## src/fcad_regs.svh

```systemverilog
`ifndef FCAD_REGS_SVH
`define FCAD_REGS_SVH
// What this block does
// - Select and write low together float result outputs and, when idle, start a conversion
// - Channel address presented during write picks the sampled input
// - Channel address is latched on rising edge of read or write strobe
// - Address high bit is channel_sel_1; codes 00..11 pick inputs 0..3
// - Busy goes low at conversion start and stays low throughout
// - At conversion end, once no read strobe with select is active, busy rises and result outputs become readable unless a write with select coincides
// - Result is a 12-bit word, bit 11 most significant, bit 0 least
// - Read strobe low with select low drives the result onto data outputs once the result is readable
`define FCAD_RESULT_W 12
`define FCAD_CHAN_W 2
`define FCAD_CLKS_PER_CONV 16
`define FCAD_BIT_CNT_W 5
`endif

```

## src/fcad_pkg.sv

```systemverilog
package fcad_pkg;
  typedef enum logic [1:0] {
    IDLE,
    CONVERT,
    DELIVER
  } fcad_state_t;
endpackage

```

## src/fcad_skid_buf.sv

```systemverilog
`timescale 1ns/1ps
`include "fcad_regs.svh"
// -----------------------------------------
// Two-entry buffer
// -----------------------------------------
module fcad_skid_buf #(
  parameter int W = `FCAD_RESULT_W
) (
  input  wire logic         sys_clk,
  input  wire logic         nrst,
  input  wire logic         inValid,
  output logic              inReady,
  input  wire logic [W-1:0] inData,
  output logic              outValid,
  input  wire logic         outReady,
  output logic [W-1:0]      outData
);
  logic [W-1:0] mem_q [2];
  logic [W-1:0] mem_d [2];
  logic [1:0]   cnt_q;
  logic [1:0]   cnt_d;
  logic         rd_q;
  logic         rd_d;
  logic         wr_q;
  logic         wr_d;
  logic         push;
  logic         pop;

  assign inReady  = (cnt_q != 2'h2);
  assign outValid = (cnt_q != 2'h0);
  assign outData  = mem_q[rd_q];
  assign push     = inValid && inReady;
  assign pop      = outValid && outReady;

  always_comb
  begin
    mem_d = mem_q;
    cnt_d = cnt_q;
    rd_d  = rd_q;
    wr_d  = wr_q;
    if (push)
    begin
      mem_d[wr_q] = inData;
      wr_d        = ~wr_q;
    end
    if (pop)
    begin
      rd_d = ~rd_q;
    end
    if (push && !pop)
    begin
      cnt_d = cnt_q + 2'h1;
    end
    else if (pop && !push)
    begin
      cnt_d = cnt_q - 2'h1;
    end
  end

  always_ff @(posedge sys_clk or negedge nrst)
  begin
    if (!nrst)
    begin
      mem_q[0] <= '0;
      mem_q[1] <= '0;
      cnt_q    <= 2'h0;
      rd_q     <= 1'b0;
      wr_q     <= 1'b0;
    end
    else
    begin
      mem_q <= mem_d;
      cnt_q <= cnt_d;
      rd_q  <= rd_d;
      wr_q  <= wr_d;
    end
  end

  a_buf_bound: assert property (@(posedge sys_clk) disable iff (!nrst) cnt_q <= 2'h2)
    else $error("buffer count out of range");
endmodule

```

## src/fcad_host_port.sv

```systemverilog
`timescale 1ns/1ps
`include "fcad_regs.svh"
// -----------------------------------------
// Converter control and host port
// -----------------------------------------
module fcad_host_port #(
  parameter int CLKS_PER_CONV = `FCAD_CLKS_PER_CONV
) (
  input  wire logic        sys_clk,
  input  wire logic        nrst,
  input  wire logic        deviceSelect_n,
  input  wire logic        convertWrite_n,
  input  wire logic        readStrobe_n,
  input  wire logic        channel_sel_1,
  input  wire logic        channel_sel_0,
  input  wire logic        convClk,
  output logic             busy,
  output logic [3:0]       analogInSel,
  output logic             sampleHold,
  input  wire logic [11:0] sarResult,
  input  wire logic        sarValid,
  output logic [11:0]      resultOut,
  output logic [11:0]      resultOe
);
  // -----------------------------------------
  // Strobe edges and conversion clock
  // -----------------------------------------
  logic                        wrPrev_q;
  logic                        rdPrev_q;
  logic                        clkPrev_q;
  logic                        startReq;
  logic                        strobeRise;
  logic                        clkRise;
  fcad_pkg::fcad_state_t       state_q;
  fcad_pkg::fcad_state_t       state_d;
  logic [`FCAD_CHAN_W-1:0]     chan_q;
  logic [`FCAD_CHAN_W-1:0]     chan_d;
  logic [`FCAD_BIT_CNT_W-1:0]  tick_q;
  logic [`FCAD_BIT_CNT_W-1:0]  tick_d;
  logic                        busy_q;
  logic                        busy_d;
  logic [3:0]                  sel_q;
  logic [3:0]                  sel_d;
  logic                        hold_q;
  logic                        hold_d;
  logic [11:0]                 dout_q;
  logic [11:0]                 dout_d;
  logic                        oe_q;
  logic                        oe_d;
  logic                        ready_q;
  logic                        ready_d;
  logic                        bufOutValid;
  logic [11:0]                 bufOutData;
  logic                        bufPop;
  logic                        readActive;

  assign startReq   = !deviceSelect_n && !convertWrite_n && wrPrev_q;
  assign strobeRise = (convertWrite_n && !wrPrev_q) || (readStrobe_n && !rdPrev_q);
  assign clkRise    = convClk && !clkPrev_q;
  assign readActive = !deviceSelect_n && !readStrobe_n;
  // Word leaves the buffer only when delivered; a held read stalls delivery
  assign bufPop     = bufOutValid && !readActive && (state_q == fcad_pkg::DELIVER);

  fcad_skid_buf #(
    .W (`FCAD_RESULT_W)
  ) u_buf (
    .sys_clk  (sys_clk),
    .nrst     (nrst),
    .inValid  (sarValid && state_q == fcad_pkg::CONVERT),
    .inReady  (),
    .inData   (sarResult),
    .outValid (bufOutValid),
    .outReady (bufPop),
    .outData  (bufOutData)
  );

  always_comb
  begin
    state_d = state_q;
    chan_d  = chan_q;
    tick_d  = tick_q;
    busy_d  = busy_q;
    sel_d   = sel_q;
    hold_d  = hold_q;
    dout_d  = dout_q;
    ready_d = ready_q;
    if (strobeRise)
    begin
      chan_d = {channel_sel_1, channel_sel_0};
    end
    case (state_q)
      fcad_pkg::IDLE:
      begin
        if (startReq)
        begin
          sel_d   = 4'h1 << {channel_sel_1, channel_sel_0};
          hold_d  = 1'b1;
          busy_d  = 1'b0;
          ready_d = 1'b0;
          tick_d  = '0;
          state_d = fcad_pkg::CONVERT;
        end
      end
      fcad_pkg::CONVERT:
      begin
        if (clkRise)
        begin
          tick_d = tick_q + 5'h1;
          if (tick_q == 5'h0)
          begin
            hold_d = 1'b0;
          end
        end
        if (clkRise && tick_q == 5'(CLKS_PER_CONV - 1))
        begin
          state_d = fcad_pkg::DELIVER;
        end
      end
      fcad_pkg::DELIVER:
      begin
        if (bufPop)
        begin
          dout_d  = bufOutData;
          busy_d  = 1'b1;
          ready_d = 1'b1;
          state_d = fcad_pkg::IDLE;
        end
      end
      default:
      begin
        state_d = fcad_pkg::IDLE;
      end
    endcase
    if (startReq && state_q != fcad_pkg::IDLE)
    begin
      ready_d = 1'b0;
    end
  end

  always_comb
  begin
    oe_d = ready_d && readActive && !startReq;
  end

  always_ff @(posedge sys_clk or negedge nrst)
  begin
    if (!nrst)
    begin
      wrPrev_q  <= 1'b1;
      rdPrev_q  <= 1'b1;
      clkPrev_q <= 1'b0;
      state_q   <= fcad_pkg::IDLE;
      chan_q    <= '0;
      tick_q    <= '0;
      busy_q    <= 1'b1;
      sel_q     <= 4'h1;
      hold_q    <= 1'b0;
      dout_q    <= 12'h000;
      oe_q      <= 1'b0;
      ready_q   <= 1'b0;
    end
    else
    begin
      wrPrev_q  <= convertWrite_n;
      rdPrev_q  <= readStrobe_n;
      clkPrev_q <= convClk;
      state_q   <= state_d;
      chan_q    <= chan_d;
      tick_q    <= tick_d;
      busy_q    <= busy_d;
      sel_q     <= sel_d;
      hold_q    <= hold_d;
      dout_q    <= dout_d;
      oe_q      <= oe_d;
      ready_q   <= ready_d;
    end
  end

  assign busy        = busy_q;
  assign analogInSel = sel_q;
  assign sampleHold  = hold_q;
  assign resultOut   = dout_q;
  assign resultOe    = {12{oe_q}};

  // -----------------------------------------
  // Checks
  // -----------------------------------------
  // busy low while converting
  a_busy_low: assert property (@(posedge sys_clk) disable iff (!nrst)
    state_q == fcad_pkg::CONVERT |-> !busy)
    else $error("busy high during conversion");
  a_start_busy: assert property (@(posedge sys_clk) disable iff (!nrst)
    (startReq && state_q == fcad_pkg::IDLE) |=> (!busy && !resultOe[0]))
    else $error("start did not drop busy or float outputs");
  a_float_idle: assert property (@(posedge sys_clk) disable iff (!nrst)
    !$past(readActive) |-> resultOe == 12'h000)
    else $error("outputs driven without read");
  // busy rise comes with data ready
  a_busy_rise: assert property (@(posedge sys_clk) disable iff (!nrst)
    $rose(busy) |-> ready_q && resultOut == $past(bufOutData))
    else $error("busy rose without result");
  a_sel_onehot: assert property (@(posedge sys_clk) disable iff (!nrst)
    $onehot(analogInSel))
    else $error("input select not one-hot");
  a_chan_pick: assert property (@(posedge sys_clk) disable iff (!nrst)
    (startReq && state_q == fcad_pkg::IDLE) |=>
      analogInSel == (4'h1 << $past({channel_sel_1, channel_sel_0})))
    else $error("wrong channel selected");
  a_addr_latch: assert property (@(posedge sys_clk) disable iff (!nrst)
    strobeRise |=> chan_q == $past({channel_sel_1, channel_sel_0}))
    else $error("address not latched");
  a_read_drive: assert property (@(posedge sys_clk) disable iff (!nrst)
    (ready_q && readActive && !startReq) |=> resultOe == 12'hfff)
    else $error("read did not drive outputs");
endmodule

```

## config.mk

```make
export PLATFORM = sky130hd
export DESIGN_NAME = fcad_host_port
export DESIGN_NICKNAME = d
export VERILOG_FILES = /design/src/fcad_pkg.sv /design/src/fcad_skid_buf.sv /design/src/fcad_host_port.sv
export VERILOG_INCLUDE_DIRS = /design/src /design/src/src
export SDC_FILE = /design/constraint.sdc
export NUM_CORES = 1
export LEC_CHECK = 0
export ABC_AREA = 1
export BUFFER_PORTS_ARGS = -buffer_cell sky130_fd_sc_hd__buf_4
export CAP_MARGIN = 20
export CORE_UTILIZATION = 45
export DETAILED_ROUTE_END_ITERATION = 12
export GPL_ROUTABILITY_DRIVEN = 0
export PLACE_DENSITY = 0.78
export SYNTH_ARGS = -nofsm -noshare
export SYNTH_HDL_FRONTEND = slang
export SYNTH_SLANG_ARGS = --single-unit
export TNS_END_PERCENT = 100
```

## constraint.sdc

```tcl
create_clock -name sys_clk -period 4.7 [get_ports sys_clk]
set_clock_uncertainty 0.05 [all_clocks]
set_input_delay 0.705 -clock sys_clk [delete_from_list [all_inputs] [get_ports sys_clk]]
set_output_delay 0.705 -clock sys_clk [all_outputs]
set_load 0.01 [all_outputs]
```

==> qor.txt, run 1 <==
Outcome: finished, final reports clean
R2r endpoint: u_buf.cnt_q[1]$_DFFE_PN0P_
R2r setup slk: 2.72 ns
TritonRoute pass-1 iters: 5
FMAX: 504.5 MHz
Iteration-0 DRC Markers: 117
RSZ-0062 raised after global routing: no
Syn Nets: 327
Initial antenna violation count: 0
PortBufs: 50
Setup bufs post-CTS: 0
Worst skew pair latency: 0.34 ns
CTS Buf Count: 9
Slew HR: 53.17%
Syn_area_per_cell: 8.912 um^2
Initial cell density of the core: 47.70%
Top-area cell type share of the netlist area: 50.21%
WS Path Type: reg2reg
CP cell instances: nor2_2 -> nand3_4 -> ha_1 -> a21oi_1 -> o21ai_0 -> xor2_1
Dpl cell area: 0.002987 mm^2
Max-cap violation count: 0
DP HPWL: 3457 um
Syn-to-layout area delta: 19.39%
H-tree Lvls: 3
Root Buffer: clkbuf_8
Die height: 79.34 um
HP Class: in2async
Core ar.: 0.005642 mm^2
Sw Pwr: 0.0007268 W
R2R Path Start: state_q[0]$_DFFE_PN0P_
Fill count: 509
Global-route wire length before repair: 8921 um
Comb power frac: 34.1%
Rows: 27
Power per cell area: 634.2 mW/mm^2
Final core occ: 56.95%
Synth Register Bits: 57
Sequential share of the synthesized area: 53.14%
Yosys cell types: 28
Via density: 4.823
Fin nets: 366
Setup TNS: 0 ns
TritonCTS clock tree: yes
Critical path arrival: 2.15 ns
Worst path required time: 4.87 ns
# diodes: 0
Switching portion of total power: 35.67%
Buf+Inv Stages, Crit Path: 0
Crit path to: u_buf.cnt_q[1]$_DFFE_PN0P_
Area of the multi-input gates: 963.4 um^2
Clock Tree Buf Depth: 2
Hold-fix buffers at CTS: 0
Critical path's top delay family: simple AND/OR/NAND/NOR gates
Lkg Pwr: 1.683 nW
Vias in the first global route: 2067
Finish-stage setup viols: 0
Clock Sink Count: 57
Post-route cell area: 0.003213 mm^2
Clock transition at the registers of the reported paths: 0.06 ns
Die area: 0.006294 mm^2
Number of flops mapped to enable cells by yosys: 0
Setup crit end kind: register
Flop pwr share: 41.3%
Post-route minimum period: 1.982 ns
CP max stage delay: 0.43 ns
Post-CTS sizing: 0
GRT Residual Overflow: 0
Worst-Margin Slew: 0.7024 ns
DRC violations left: 0
Critical Path Start: state_q[0]$_DFFE_PN0P_
Int Pwr: 0.001311 W
Levels on crit path: 6
Clock Power Share: 24.6%
Sequential Area: 0.001430 mm^2
Post-synth top flop: dfrtp_1
Maximum VDD drop: 349.7 uV
Hold slack: 0.3614 ns
Final period util: 42.17%
Final hold violation count: 0
Path depth of the worst reg2reg path: 6
Worst setup SP type: register
Mapped Area: 0.002691 mm^2
Pin count of the biggest net entering global routing: 58
Detailed Route WL: 5016 um
Overall Global Routing Usage: 18.82%
Top post-synthesis cells by area: dfrtp_1 (50%), nand2_1 (13%), o21ai_0 (7.3%)
Fin. max-slew vios: 0
Die Wd: 79.34 um
FFs w/ async S/R, synth: 100.0%
Antenna viol nets, final: 0
Share of cells above drive strength 1: 26.01%
Worst path slowest cell: ha_1
Cells after Synth: 302
DR WL/cell: 12.00 um
Ys Warns: 0
Crit Path Max Fanout: 28
Area leader, netlist: dfrtp_1
Vias after detailed routing: 2016
Ports: 51
==> sequential cells by signal, indices dropped and copies added (netlist names), 2 cells and up <==
signal,cells
analogInSel,4
resultOut,12
state_q,2
tick_q,5
u_buf.cnt_q,2
u_buf.mem_q,24
==> metrics by stage <==
step | total power, W | cells | worst slack [ns]
after floorplan | 0.001332 | 302 | 2.677
after global placement | 0.001520 | 402 | 2.509
after detailed placement | 0.001551 | 402 | 2.418
after CTS | 0.002062 | 418 | 2.707
after global routing | 0.002207 | 418 | 2.579
final | 0.002038 | 418 | 2.718
==> power by group through the flow <==
stage               clock network, W  registers [W]  logic (W)
floorplan                          0       0.000822   0.000510
global placement                   0       0.000843   0.000677
detailed placement                 0       0.000852   0.000699
CTS                         0.000512       0.000845   0.000704
global route                0.000537       0.000873   0.000796
finish                      0.000501       0.000843   0.000694
==> cell usage after synthesis (2+ instances only) <==
cell type  instances
nand2_1           93
dfrtp_1           54
o21ai_0           39
inv_1             32
buf_4             13
nor2_1            12
o21ai_2           12
nand3_1           10
buf_6              5
ha_1               4
a21oi_1            3
clkbuf_1           3
dfstp_2            3
inv_2              2
nor2_4             2
xnor2_1            2
xor2_1             2
==> cells by family (layout without fill, tap and decap cells) <==
group / after synthesis / after routing / share of synthesized area, %
simple gates: 124 / 124 / 20.04
compound gates: 56 / 56 / 12.23
fa+ha+maj: 4 / 4 / 1.860
xor+xnor: 4 / 4 / 1.302
flops: 57 / 57 / 53.14
mux: 1 / 1 / 0.3719
buf+inv: 56 / 100 / 11.06
==> routing by layer <==
metal  wire, um  vias to the layer above  global-route usage [%]  part of all wire [%]
li1           -                     1011                       -                     -
met1       2170                      952                   21.83                    43
met2       2556                       43                   31.98                    51
met3        219                       10                   6.092                   4.4
met4         70                        0                   7.636                   1.4
met5          0                        -                       0                     0
==> cells in the final DEF, fill, tap and decap left out, drive strengths merged <==
master and n:
a21oi 4, buf 50, bufinv 1, clkbuf 15, dfrtp 54, dfstp 3, ha 4, inv 34
mux2i 1, nand2 95, nand3 11, nor2 16, nor2b 1, nor3 1, o21ai 52, xnor2 2
xor2 2
==> cell type report <==
type                            count  share of cell area, %
Clock buffer                       15                  6.114
Multi-Input combinational cell    189                  29.98
Timing Repair Buffer               50                  11.68
Clock inverter                      1                 0.9346
Tap cell                           72                  2.804
Sequential cell                    57                  44.51
Inverter                           34                  3.972
==> how the worst min path moves through the flow <==
| stage | startpoint | to | slack [ns] | cells after the start |
|---|---|---|---|---|
| 3_5_place_dp | analogInSel[0]$_DFFE_PN1P_ | analogInSel[0]$_DFFE_PN1P_ | 0.41 | 2 |
| 4_1_cts | nrst | ready_q$_DFF_PN0_ | 0.39 | 1 |
| 3_3_place_gp | analogInSel[0]$_DFFE_PN1P_ | analogInSel[0]$_DFFE_PN1P_ | 0.41 | 2 |
| 5_1_grt | convClk | clkPrev_q$_DFF_PN0_ | 0.41 | 1 |
| 6_report | nrst | oe_q$_DFF_PN0_ | 0.36 | 1 |
| 2_1_floorplan | nrst | analogInSel[1]$_DFFE_PN0P_ | 0.36 | 0 |
(Power assumes the default switching activity.)
==> inputs of run 2 (changes only) <==
PLACE_DENSITY = 0.81   (was 0.78)
clock period = 1.7 ns   (was 4.7 ns; I/O delays follow)
==> run 2 against run 1 <==
Effect of this change: power grew to 2.6 times the previous value; critical path depth rose by 3; wire length up 1.7%; worst hold slack worse by 0.28 ns; die area stayed put; design area grew 0.70%; largest cell class unchanged.
==> qor.txt, run 2 (synthesis gave the netlist of run 1 again) <==
Outcome: finished, final reports clean
Pre-CTS WS: 0.1006 ns
Critical path arrival: 1.73 ns
Die area: 0.006294 mm^2
Max-cap violation count: 0
Power per cell area: 1654 mW/mm^2
Rows: 27
Ports: 51
HP Class: in2reg
Lkg Pwr: 1.691 nW
CP max stage delay: 0.40 ns
H-tree Lvls: 3
Share of cells above drive strength 1: 26.55%
Global-route wire length before repair: 8901 um
Top reg by flops: u_buf.mem_q
Slew HR: 75.44%
PortBufs: 50
Post-route minimum period: 1.572 ns
DP HPWL: 3700 um
Detailed Route WL: 5100 um
Worst setup SP type: register
R2R Path Start: state_q[1]$_DFFE_PN0P_
Crit Path Max Fanout: 6
DR WL/cell: 11.97 um
Worst-Margin Slew: 0.3683 ns
WS Path Type: reg2reg
Setup TNS: 0 ns
Finish-stage setup viols: 0
Antenna viol nets, final: 0
Die height: 79.34 um
Maximum VDD drop: 946.4 uV
Setup crit end kind: register
Fin. max-slew vios: 0
Worst path required time: 1.86 ns
Via density: 4.770
Core ar.: 0.005642 mm^2
Vias after detailed routing: 2032
RSZ-0062 raised after global routing: no
Critical path's top delay family: flip-flops
Final period util: 92.50%
TritonRoute pass-1 iters: 4
Worst skew pair latency: 0.33 ns
Iteration-0 DRC Markers: 92
FMAX: 636.0 MHz
Worst path slowest cell: dfrtp_1
Setup bufs post-CTS: 0
Clock Sink Count: 57
Worst hold start: sarResult[6]
Setup ws final: 0.1276 ns
Clock Tree Buf Depth: 2
GRT Residual Overflow: 0
Vias in the first global route: 2063
CP cell instances: inv_2 -> nand2_2 -> inv_4 -> nand2_4 -> inv_1 -> ha_1 -> a21oi_1 -> o21ai_1 -> xor2_1
Fin nets: 376
Initial cell density of the core: 47.70%
CTS Buf Count: 9
Syn-to-layout area delta: 20.22%
Final hold violation count: 0
Root Buffer: clkbuf_8
Max reg flops: 24
DRC violations left: 0
Critical Path Start: state_q[1]$_DFFE_PN0P_
Buf+Inv Stages, Crit Path: 3
# diodes: 0
Clock transition at the registers of the reported paths: 0.06 ns
TritonCTS clock tree: yes
Initial antenna violation count: 0
Pin count of the biggest net entering global routing: 29
Die Wd: 79.34 um
Overall Global Routing Usage: 18.86%
Commonest non-fill, non-tap cell in the layout: nand2_1
Most frequent cells in the layout: nand2_1 (93), buf_4 (56), dfrtp_1 (54)
run 2: power breakdown:
part | internal [W] | switching, W
Combinational | 0.000887 | 0.00121
Sequential | 0.00194 | 0.000318
Clock | 0.000512 | 0.000485
run 2: final timing paths:
path / slack (ns) / to / cells past startpoint
setup / recovery: 0.13 / u_buf.cnt_q[1]$_DFFE_PN0P_ / 9
hold / removal: 0.08 / u_buf.mem_q[18]$_DFFE_PN0P_ / 3
setup reg to reg: 0.13 / u_buf.cnt_q[1]$_DFFE_PN0P_ / 9
hold reg to reg: 0.42 / busy$_DFFE_PN1P_ / 2
max in group asynchronous: 0.74 / busy$_DFFE_PN1P_ / 3
min in group asynchronous: 0.35 / u_buf.cnt_q[1]$_DFFE_PN0P_ / 2
run 2: what timing repair did:
action / 4_1_cts / 5_1_grt
endpoints found under the setup margin: 0 / 9
resized for setup: 0 / 3
hold buffers: 3 / 0
hold endpoints to repair: 27 / 0
run 2: metal layers:
| metal | wire length (um) | track usage [%] | part of all wire, % |
|---|---|---|---|
| met1 | 2185 | 21.66 | 43 |
| met2 | 2616 | 32.76 | 51 |
| met3 | 256 | 5.517 | 5.0 |
| met4 | 42 | 7.636 | 0.82 |
| met5 | 0 | 0 | 0 |
run 2: worst reg2reg max path: cells and delay by family, from the launching register on:
kind / cells / cell delay (ns)
AO/OA/AOI/OAI: 2 / 0.21
XOR/XNOR: 1 / 0.14
adder cells (fa/ha/maj): 1 / 0.25
buffers and inverters: 3 / 0.26
flip-flops: 1 / 0.40
AND/OR/NAND/NOR: 2 / 0.14
run 2: final cells by class:
type	count	area (um^2)
inverter	34	130.1
fill	523	2406
clock inverter	1	5.005
timing repair buffer	60	470.5
tap	72	90.09
sequential	57	1430
clock buffer	13	138.9
multi-input combinational	189	970.9
run 2: stage by stage:
step           power, W  cell area, um^2  util [%]  cells  hold WS (ns)
3_5_place_dp   0.004383             3057     54.18    409        0.1501
5_1_grt        0.005808             3236     57.35    426       0.09145
3_3_place_gp   0.004281             3057     54.18    409        0.1507
6_report       0.005353             3236     57.35    426       0.08490
2_1_floorplan  0.003692             2700         -    302      -0.09059
4_1_cts        0.005398             3231     57.26    426       0.07771
==> inputs of run 3 (changes only) <==
PLACE_DENSITY = 0.78   (was 0.81)
clock period = 1.5 ns   (was 1.7 ns; I/O delays follow)
==> run 3 against run 2 <==
Effect of this change: the flow now finishes with violations (negative setup slack); clock power grew 38%; worst hold slack lost 0.029 ns; sequential cell count is the same; count of clock-buffer cells in the layout is the same; highest routed layer unchanged.
==> qor.txt, run 3 (synthesis gave the netlist of run 1 again) <==
Int Pwr: 0.004180 W
Sw Pwr: 0.002404 W
Commonest non-fill, non-tap cell in the layout: nand2_1
Finish-stage setup viols: 1
TritonRoute pass-1 iters: 5
Iteration-0 DRC Markers: 85
Setup ws final: -0.003861 ns
Maximum VDD drop: 886.3 uV
Detailed Route WL: 5331 um
Met3 usage in global routing: 4.368%
Initial antenna violation count: 0
Global-route wire length before repair: 8901 um
PortBufs: 50
Antenna viol nets, final: 0
Crit Path Max Fanout: 3
Clock Power Share: 21.0%
Final period util: 100.3%
Rows: 27
Non-filler instance count after layout: 440
Final core occ: 60.72%
GR Util met2: 32.16%
# diodes: 0
Outcome: finished, violations left
DRC violations left: 0
Worst path required time: 1.66 ns
Critical path arrival: 1.66 ns
Share of cells above drive strength 1: 31.79%
Total Power: 0.006584 W
DP HPWL: 3605 um
Setup crit end kind: register
Post-route minimum period: 1.504 ns
Worst setup SP type: register
Die height: 79.34 um
CTS Buf Count: 9
GRT Residual Overflow: 0
Post-route cell area: 0.003426 mm^2
Initial cell density of the core: 47.70%
Slew HR: 78.18%
TritonCTS clock tree: yes
Max reg flops: 24
Violations in the final reports: negative setup slack
Hold slack: 0.05576 ns
Worst skew pair latency: 0.32 ns
Top reg by flops: u_buf.mem_q
Ports: 51
Lkg Pwr: 1.779 nW
Clock transition at the registers of the reported paths: 0.06 ns
Pin count of the biggest net entering global routing: 35
Placed instance count: 411
Final hold violation count: 0
Vias after detailed routing: 2103
Syn-to-layout area delta: 27.29%
H-tree Lvls: 3
Max-cap violation count: 0
Comb power frac: 40.6%
Die area: 0.006294 mm^2
FMAX: 665.0 MHz
DR WL/cell: 12.12 um
HP Class: in2reg
Via density: 4.780
Switching portion of total power: 36.51%
Met1 Use GR: 21.54%
Vias in the first global route: 2084
Die Wd: 79.34 um
Fin. max-slew vios: 0
Flop pwr share: 38.4%
Fin nets: 388
Dpl cell area: 0.003100 mm^2
Clock Tree Buf Depth: 2
Power per cell area: 1922 mW/mm^2
Core ar.: 0.005642 mm^2
WS Path Type: reg2reg
GRT Max-Usage Layer: met2
Worst-Margin Slew: 0.3269 ns
Overall Global Routing Usage: 18.62%
Most frequent cells in the layout: nand2_1 (90), buf_4 (65), dfrtp_1 (54)
Clock Sink Count: 57
Root Buffer: clkbuf_8
RSZ-0062 raised after global routing: yes
==> run 3: final timing paths <==
check / cells after the start / start / to / slack (ns)
worst max register to register: 7 / u_buf.cnt_q[0]$_DFFE_PN0P_ / u_buf.cnt_q[1]$_DFFE_PN0P_ / -0.004
worst min register to register: 2 / analogInSel[0]$_DFFE_PN1P_ / analogInSel[0]$_DFFE_PN1P_ / 0.42
min in group asynchronous: 2 / nrst / oe_q$_DFF_PN0_ / 0.30
worst max-delay path: 7 / u_buf.cnt_q[0]$_DFFE_PN0P_ / u_buf.cnt_q[1]$_DFFE_PN0P_ / -0.004
max in group asynchronous: 3 / nrst / analogInSel[0]$_DFFE_PN1P_ / 0.56
worst min-delay path: 3 / sarResult[1] / u_buf.mem_q[13]$_DFFE_PN0P_ / 0.06
==> run 3: layout make-up <==
cell class,count,area (um^2)
clock buffer,13,148.9
inverter,34,130.1
fill,473,2216
multi-input combinational,190,1008
sequential,57,1430
timing repair buffer,71,578.1
tap,72,90.09
clock inverter,3,40.04
==> run 3: power groups by stage <==
stage	clock network (W)	logic [W]	registers [W]
2_1_floorplan	0	0.00164	0.00258
3_3_place_gp	0	0.00241	0.00252
3_5_place_dp	0	0.00249	0.00256
4_1_cts	0.00142	0.00251	0.00253
5_1_grt	0.00148	0.00300	0.00261
6_report	0.00138	0.00267	0.00253
==> run 3: per-layer routing <==
metal  share of wire, %  up-vias
met3                3.7        6
met5                  0        -
met1                 44      994
li1                   -     1054
met2                 52       49
met4                1.0        0
==> run 3: repair_timing <==
item / 4_1_cts / 5_1_grt
pin swaps: 1 / 5
gates resized for setup: 0 / 6
setup endpoints to repair: 1 / 28
hold buffers: 3 / 0
endpoints found under the hold margin: 24 / 0
setup buffers: 0 / 9
gates cloned: 0 / 1
==> run 3: worst max-delay path, stage by stage, from the launching register on <==
cell and delay, ns:
dfrtp_1 0.40, inv_1 0.11, nand2_2 0.13, nand3_4 0.11
ha_4 0.26, a21oi_2 0.10, o21ai_1 0.08, xor2_1 0.14
==> run 3: per-stage QoR <==
| step | setup TNS [ns] | worst slack (ns) |
|---|---|---|
| 2_1_floorplan | -0.1039 | -0.1039 |
| 3_3_place_gp | 0 | 0.05601 |
| 3_5_place_dp | 0 | 0.01619 |
| 4_1_cts | 0 | 0.01064 |
| 5_1_grt | -0.1021 | -0.09861 |
| 6_report | -0.003861 | -0.003861 |
